**config.mk**
```make
export PLATFORM = sky130hd
export DESIGN_NAME = supervisor_watchdog_timer
export DESIGN_NICKNAME = d
export VERILOG_FILES = /design/src/pkg/wdt_pkg.sv /design/src/hdl/kick_sync.sv /design/src/hdl/supervisor_watchdog_timer.sv
export SDC_FILE = /design/constraint.sdc
export NUM_CORES = 1
export LEC_CHECK = 0
export CORE_MARGIN = 3
export CORE_UTILIZATION = 25
export DETAILED_ROUTE_END_ITERATION = 10
export DONT_BUFFER_PORTS = 1
export PLACE_DENSITY = 0.46
export SETUP_SLACK_MARGIN = 0.1
export SYNTH_ARGS = -nofsm -noshare
export SYNTH_HDL_FRONTEND = slang
export SYNTH_SLANG_ARGS = --single-unit
```
**constraint.sdc**
```tcl
create_clock -name core_clk -period 3.3 [get_ports core_clk]
set_clock_uncertainty 0.1 [all_clocks]
set_input_delay 0.33 -clock core_clk [delete_from_list [all_inputs] [get_ports core_clk]]
set_output_delay 0.33 -clock core_clk [all_outputs]
set_load 0.05 [all_outputs]
```
**src/pkg/wdt_pkg.sv**
```systemverilog
`default_nettype none

package wdt_pkg;

   // ----------------------------------------------------------------
   // timing
   // ----------------------------------------------------------------
   localparam int unsigned CLK_HZ          = 40_000_000;
   localparam int unsigned TIMEOUT_MS      = 1600;
   localparam longint unsigned TIMEOUT_CYC =
      (longint'(CLK_HZ) * longint'(TIMEOUT_MS)) / 64'h3E8;
   // floating detect: kick must sit in the undriven state this long
   localparam int unsigned FLOAT_US        = 10;
   localparam int unsigned FLOAT_CYC       = (CLK_HZ / 1_000_000) * FLOAT_US;

   // ----------------------------------------------------------------
   // widths and reset values
   // ----------------------------------------------------------------
   localparam int unsigned CNT_W           = 32;
   localparam int unsigned SYNC_W          = 3;
   localparam logic        KICK_RST        = 1'h0;
   localparam logic        TIMEOUT_N_RST   = 1'h1;

   typedef enum logic [1:0] {
      WD_DISABLED = 2'b00,
      WD_TIMING   = 2'b01,
      WD_EXPIRED  = 2'b10
   } wd_state_t;

endpackage

`default_nettype wire

```
**src/hdl/kick_sync.sv**
```systemverilog
`timescale 1ns/1ps
`default_nettype none

module kick_sync #(
   parameter int unsigned WIDTH = wdt_pkg::SYNC_W
) (
   input  wire logic core_clk,
   input  wire logic resetn,
   input  wire logic async_in,
   output logic      level_out,
   output logic      edge_pulse
);

   // ----------------------------------------------------------------
   // three-stage synchroniser; stage 0 read only by stage 1
   // ----------------------------------------------------------------
   logic [WIDTH-1:0] sync_reg;
   logic [WIDTH-1:0] sync_next;
   logic             level_reg;
   logic             level_next;

   always_comb begin
      sync_next = {sync_reg[WIDTH-2:0], async_in};
      level_next = level_reg;
      // change counts once the last two stages agree
      if (sync_reg[WIDTH-1] == sync_reg[WIDTH-2]) begin
         level_next = sync_reg[WIDTH-1];
      end
   end

   always_ff @(posedge core_clk or negedge resetn) begin
      if (!resetn) begin
         sync_reg  <= {WIDTH{wdt_pkg::KICK_RST}};
         level_reg <= wdt_pkg::KICK_RST;
      end else begin
         sync_reg  <= sync_next;
         level_reg <= level_next;
      end
   end

   assign level_out  = level_reg;
   assign edge_pulse = level_next != level_reg;

endmodule

`default_nettype wire

```
**src/hdl/supervisor_watchdog_timer.sv**
```systemverilog
`timescale 1ns/1ps
`default_nettype none

module supervisor_watchdog_timer #(
   parameter longint unsigned TIMEOUT_CYCLES = wdt_pkg::TIMEOUT_CYC,
   parameter int unsigned     FLOAT_CYCLES   = wdt_pkg::FLOAT_CYC
) (
   input  wire logic core_clk,
   input  wire logic resetn,
   input  wire logic watchdog_kick_in,
   input  wire logic kick_undriven_in,
   input  wire logic supply_low,
   input  wire logic supervisor_reset_active,
   output logic      watchdog_timeout_n
);

   localparam int unsigned W = wdt_pkg::CNT_W;
   localparam logic [W-1:0] TERM = W'(TIMEOUT_CYCLES - 1);
   localparam logic [W-1:0] FTERM = W'(FLOAT_CYCLES - 1);

   // ----------------------------------------------------------------
   // input conditioning
   // ----------------------------------------------------------------
   logic kick_edge;
   logic undriven_lvl;

   kick_sync #(.WIDTH(wdt_pkg::SYNC_W)) u_kick (
      .core_clk   (core_clk),
      .resetn     (resetn),
      .async_in   (watchdog_kick_in),
      .level_out  (),
      .edge_pulse (kick_edge)
   );

   kick_sync #(.WIDTH(wdt_pkg::SYNC_W)) u_float (
      .core_clk   (core_clk),
      .resetn     (resetn),
      .async_in   (kick_undriven_in),
      .level_out  (undriven_lvl),
      .edge_pulse ()
   );

   // ----------------------------------------------------------------
   // floating detect
   // ----------------------------------------------------------------
   logic [W-1:0] fcnt_reg;
   logic [W-1:0] fcnt_next;
   logic         floating;

   // undriven must persist to disable, so a slow mid-level swing of a
   // real toggle does not drop the watchdog
   assign floating = undriven_lvl && (fcnt_reg == FTERM);

   always_comb begin
      fcnt_next = fcnt_reg;
      if (!undriven_lvl) begin
         fcnt_next = '0;
      end else if (fcnt_reg != FTERM) begin
         fcnt_next = fcnt_reg + W'(1);
      end
   end

   always_ff @(posedge core_clk or negedge resetn) begin
      if (!resetn) begin
         fcnt_reg <= '0;
      end else begin
         fcnt_reg <= fcnt_next;
      end
   end

   // ----------------------------------------------------------------
   // timer control terms
   // ----------------------------------------------------------------
   wdt_pkg::wd_state_t state_reg;
   wdt_pkg::wd_state_t state_next;
   logic [W-1:0]       cnt_reg;
   logic [W-1:0]       cnt_next;
   logic               timer_hold;
   logic               timer_done;
   logic               timer_kick;

   // reset and floating both park the timer, so a kick then does nothing
   assign timer_hold = supervisor_reset_active || floating;
   assign timer_done = (cnt_reg == TERM);
   assign timer_kick = kick_edge && !timer_hold;

   // ----------------------------------------------------------------
   // timeout counter
   // ----------------------------------------------------------------
   // the counter parks at its terminal value, so an expired timer never wraps
   always_comb begin
      cnt_next = cnt_reg;
      case (state_reg)
         wdt_pkg::WD_DISABLED: begin
            cnt_next = '0;
         end
         wdt_pkg::WD_TIMING: begin
            if (!timer_done) begin
               cnt_next = cnt_reg + W'(1);
            end
         end
         wdt_pkg::WD_EXPIRED: begin
            cnt_next = cnt_reg;
         end
         default: begin
            cnt_next = '0;
         end
      endcase
      if (timer_kick) begin
         cnt_next = '0;
      end
      if (timer_hold) begin
         cnt_next = '0;
      end
   end

   always_ff @(posedge core_clk or negedge resetn) begin
      if (!resetn) begin
         cnt_reg <= '0;
      end else begin
         cnt_reg <= cnt_next;
      end
   end

   // ----------------------------------------------------------------
   // watchdog state
   // ----------------------------------------------------------------
   always_comb begin
      state_next = state_reg;
      case (state_reg)
         wdt_pkg::WD_DISABLED: begin
            if (!timer_hold) begin
               state_next = wdt_pkg::WD_TIMING;
            end
         end
         wdt_pkg::WD_TIMING: begin
            if (timer_done && !timer_kick) begin
               state_next = wdt_pkg::WD_EXPIRED;
            end
         end
         wdt_pkg::WD_EXPIRED: begin
            if (timer_kick) begin
               state_next = wdt_pkg::WD_TIMING;
            end
         end
         default: begin
            state_next = wdt_pkg::WD_DISABLED;
         end
      endcase
      if (timer_hold) begin
         state_next = wdt_pkg::WD_DISABLED;
      end
   end

   always_ff @(posedge core_clk or negedge resetn) begin
      if (!resetn) begin
         state_reg <= wdt_pkg::WD_DISABLED;
      end else begin
         state_reg <= state_next;
      end
   end

   // ----------------------------------------------------------------
   // output
   // ----------------------------------------------------------------
   logic out_reg;
   logic out_next;
   logic release_now;

   // supply_low is on-chip and same-clock, so it goes through out_reg and pulls the output low one clock later
   always_comb begin
      case (state_next)
         wdt_pkg::WD_EXPIRED: begin
            out_next = 1'h0;
         end
         wdt_pkg::WD_DISABLED: begin
            out_next = 1'h1;
         end
         wdt_pkg::WD_TIMING: begin
            out_next = 1'h1;
         end
         default: begin
            out_next = 1'h1;
         end
      endcase
      if (supply_low) begin
         out_next = 1'h0;
      end
   end

   always_ff @(posedge core_clk or negedge resetn) begin
      if (!resetn) begin
         out_reg <= wdt_pkg::TIMEOUT_N_RST;
      end else begin
         out_reg <= out_next;
      end
   end

   // low-supply release is combinational so the output rises at once
   // an expired timer keeps out_next low, so only a healthy timer releases early
   assign release_now        = !supply_low && out_next;
   assign watchdog_timeout_n = out_reg || release_now;

endmodule

`default_nettype wire

```
==> flow_summary.toml <==
[timing]
rsz0062_at_grt = "false"
fmax_mhz = 338
tns_ps = 0
period_share = 0.897
hold_violations = 0
setup_violations = 0
tightest_slew_ps = 696
slew_violations = 0
period_needed_ps = 2960
timing.final.ws_setup_ps = 341
timing.hold.ws_ps = 31.5
relSlewSlack = 0.534

[setup_path]
r2r_cells = 8
r2r_start = "fcnt_reg[12]$_DFFE_PN0N_"
arrival_ps = 2530
r2r_slack_ps = 530
end_kind = "output port"
startpoint_type = "register"
crit_required_ps = 2870
path_max_fanout = 10
path_class = "reg -> out"
regToRegEndpoint = "cnt_reg[28]$_DFFE_PN0P_"

[layout]
nFillCells = 1645
nets = 429
layout_commonest_cell = "dfrtp_1"
antenna_cells = 0
area_growth_pct = 15.4
mostFrequentLayoutCells = "dfrtp_1, nand2_1, and2_1"
drive_gt1_frac = 0.0704

[floorplan]
die_area_sq_um = 17700
core_sq_um = 15500
rows = 45
start_util = 0.260
ioPinCount = 7
fp.dieH_um = 133
die_w_um = 133

[drt]
routed_wl_um = 9070
first_iter_violations = 193
wl_per_cell_um = 14.2
ant_nets = 0
vias = 3165
drc_errors = 0
drt_pre_antenna_iters = 4
viasPerCell = 4.97

[yosys]
ys.flop_type = "dfrtp_1"
synth_area_sq_um = 4030
synth-edff-count = 0
seq_area_frac_synth = 0.466
yosys_warnings = 0
postSynthAreaPerCell_sq_um = 9.74
synth_cells = 414
synth-seq-cells = 75
synthDistinctLibCells = 55
syn_nets = 422
async_reset_ff_frac = 1.00

[global_route]
grt_overflow = 0
grt_usage = 0.106
grt_pass1_wl_um = 15300
grt_max_degree = 76
antenna_found_initial = 0
grt_pass1_vias = 2999

[clock_tree]
clk_pin_slew_ps = 60
clockRootBuffer = "clkbuf_16"
cts_made_buffers = 9
clkLatencyLatePin_ps = 330
htreeDepth = 3
cts.sinks = 75
cts.path.max_buffers = 2
tritoncts = "done"

[pwr]
seq_power_share = 0.470
cellPowerDensity_nw_per_um2 = 433
power.internal_uw = 1570
power_frac_clock = 0.486
leakage_uw = 0.00191
ir_drop_mv = 0.215
comb_power_share = 0.044
p_switching_uw = 446
swShare = 0.221

[place]
routabilityCongestion = 0.762
post-dp-hpwl_um = 6120
port_buffers = 0
place_ws_ps = 503

[outcome]
status = "completed"

[worst_hold_path]
hold_class = "in -> reg"
hold_depth = 3
worstHoldStart = "supervisor_reset_active"
worst_hold_path.endpoint = "state_reg[0]$_DFF_PN0_"

[job]
drv_cap = 0
-- cells by family (layout without fill, tap and decap cells) --
logic type               Yosys count  after routing  share of synthesized area
AO/OA/AOI/OAI                     79             79                      0.137
XOR/XNOR                          29             29                     0.0630
adder cells (fa/ha/maj)            4              4                     0.0112
buffers and inverters             21             33                     0.0223
flip-flops                        75             75                      0.466
multiplexers                       1              1                    0.00248
AND/OR/NAND/NOR                  205            205                      0.298
-- worst max-delay path, stage by stage, from the launching register on --
cell	delay, ps
dfrtp_1	450
nor4b_1	500
nand4_1	220
o41ai_4	380
nand3_4	200
inv_2	100
nor2_1	50
or2_4	300
-- power groups by stage --
stage | Sequential (uW) | Combinational (uW) | Clock, uW
floorplan | 961 | 47.8 | 0
global placement | 963 | 64.2 | 0
detailed placement | 963 | 64.5 | 0
CTS | 947 | 92.1 | 1010
global route | 948 | 102 | 1060
finish | 947 | 89.2 | 980
-- metrics by stage --
step           area [sq um]  total power (uW)  utilization  cells
6_report               4650              2020        0.300    637
5_1_grt                4650              2110        0.300    637
4_1_cts                4640              2050        0.299    637
3_5_place_dp           4270              1030        0.276    616
3_3_place_gp           4270              1030        0.276    616
2_1_floorplan          4030              1010            -    414
-- per-layer routing --
metal | track usage | part of all wire | vias up
li1 | - | - | 1549
met2 | 0.166 | 0.48 | 40
met4 | 0.0277 | 0.010 | 0
met3 | 0.0262 | 0.028 | 10
met5 | 0 | 0 | -
met1 | 0.145 | 0.49 | 1566
-- worst max-delay path by stage --
stage | from | end | slack [ps] | cells after the start
final | cnt_reg[26]$_DFFE_PN0P_ | watchdog_timeout_n | 340 | 7
after floorplan | cnt_reg[0]$_DFFE_PN0P_ | watchdog_timeout_n | 490 | 10
after CTS | cnt_reg[0]$_DFFE_PN0P_ | watchdog_timeout_n | 130 | 8
after global routing | cnt_reg[26]$_DFFE_PN0P_ | watchdog_timeout_n | 140 | 7
after global placement | cnt_reg[0]$_DFFE_PN0P_ | watchdog_timeout_n | 540 | 8
after detailed placement | cnt_reg[0]$_DFFE_PN0P_ | watchdog_timeout_n | 500 | 8
-- final cells by class --
class / instances / area [sq um] / area share
Clock inverter: 4 / 50.0 / 0.0108
Inverter: 6 / 22.5 / 0.00484
Clock buffer: 12 / 246 / 0.0530
Sequential cell: 75 / 1880 / 0.404
Multi-Input combinational cell: 318 / 2080 / 0.447
Timing Repair Buffer: 11 / 113 / 0.0242
Tap cell: 211 / 264 / 0.0568
-- synth_stat cells (4+ instances only) --
cell type	n	area, sq um
dfrtp_1	74	1850
nand2_1	34	128
and2_1	29	181
nand3_1	28	140
xnor2_1	22	193
nor2_1	18	67.6
nand4_1	15	93.8
nor4_1	15	93.8
a21oi_1	13	65.1
and3_1	13	81.3
o21ai_1	13	65.1
clkbuf_1	11	41.3
or4_1	11	82.6
o31ai_1	9	67.6
a22o_1	8	70.1
nor2b_1	8	50.1
and4_1	7	61.3
o21ai_0	7	35.0
xor2_1	7	61.3
nor3_1	6	30.0
inv_1	5	18.8
o2bb2a_1	5	50.1
or3_1	5	31.3
a21o_1	4	30.0
-- timing repair --
item                       CTS  global route
setup endpoints to repair    0             1
hold buffers                 5             0
gates resized for setup      0             2
buffers inserted             0             0
hold endpoints to repair    78             0
No activity file was read; power rests on OpenSTA's default activity.
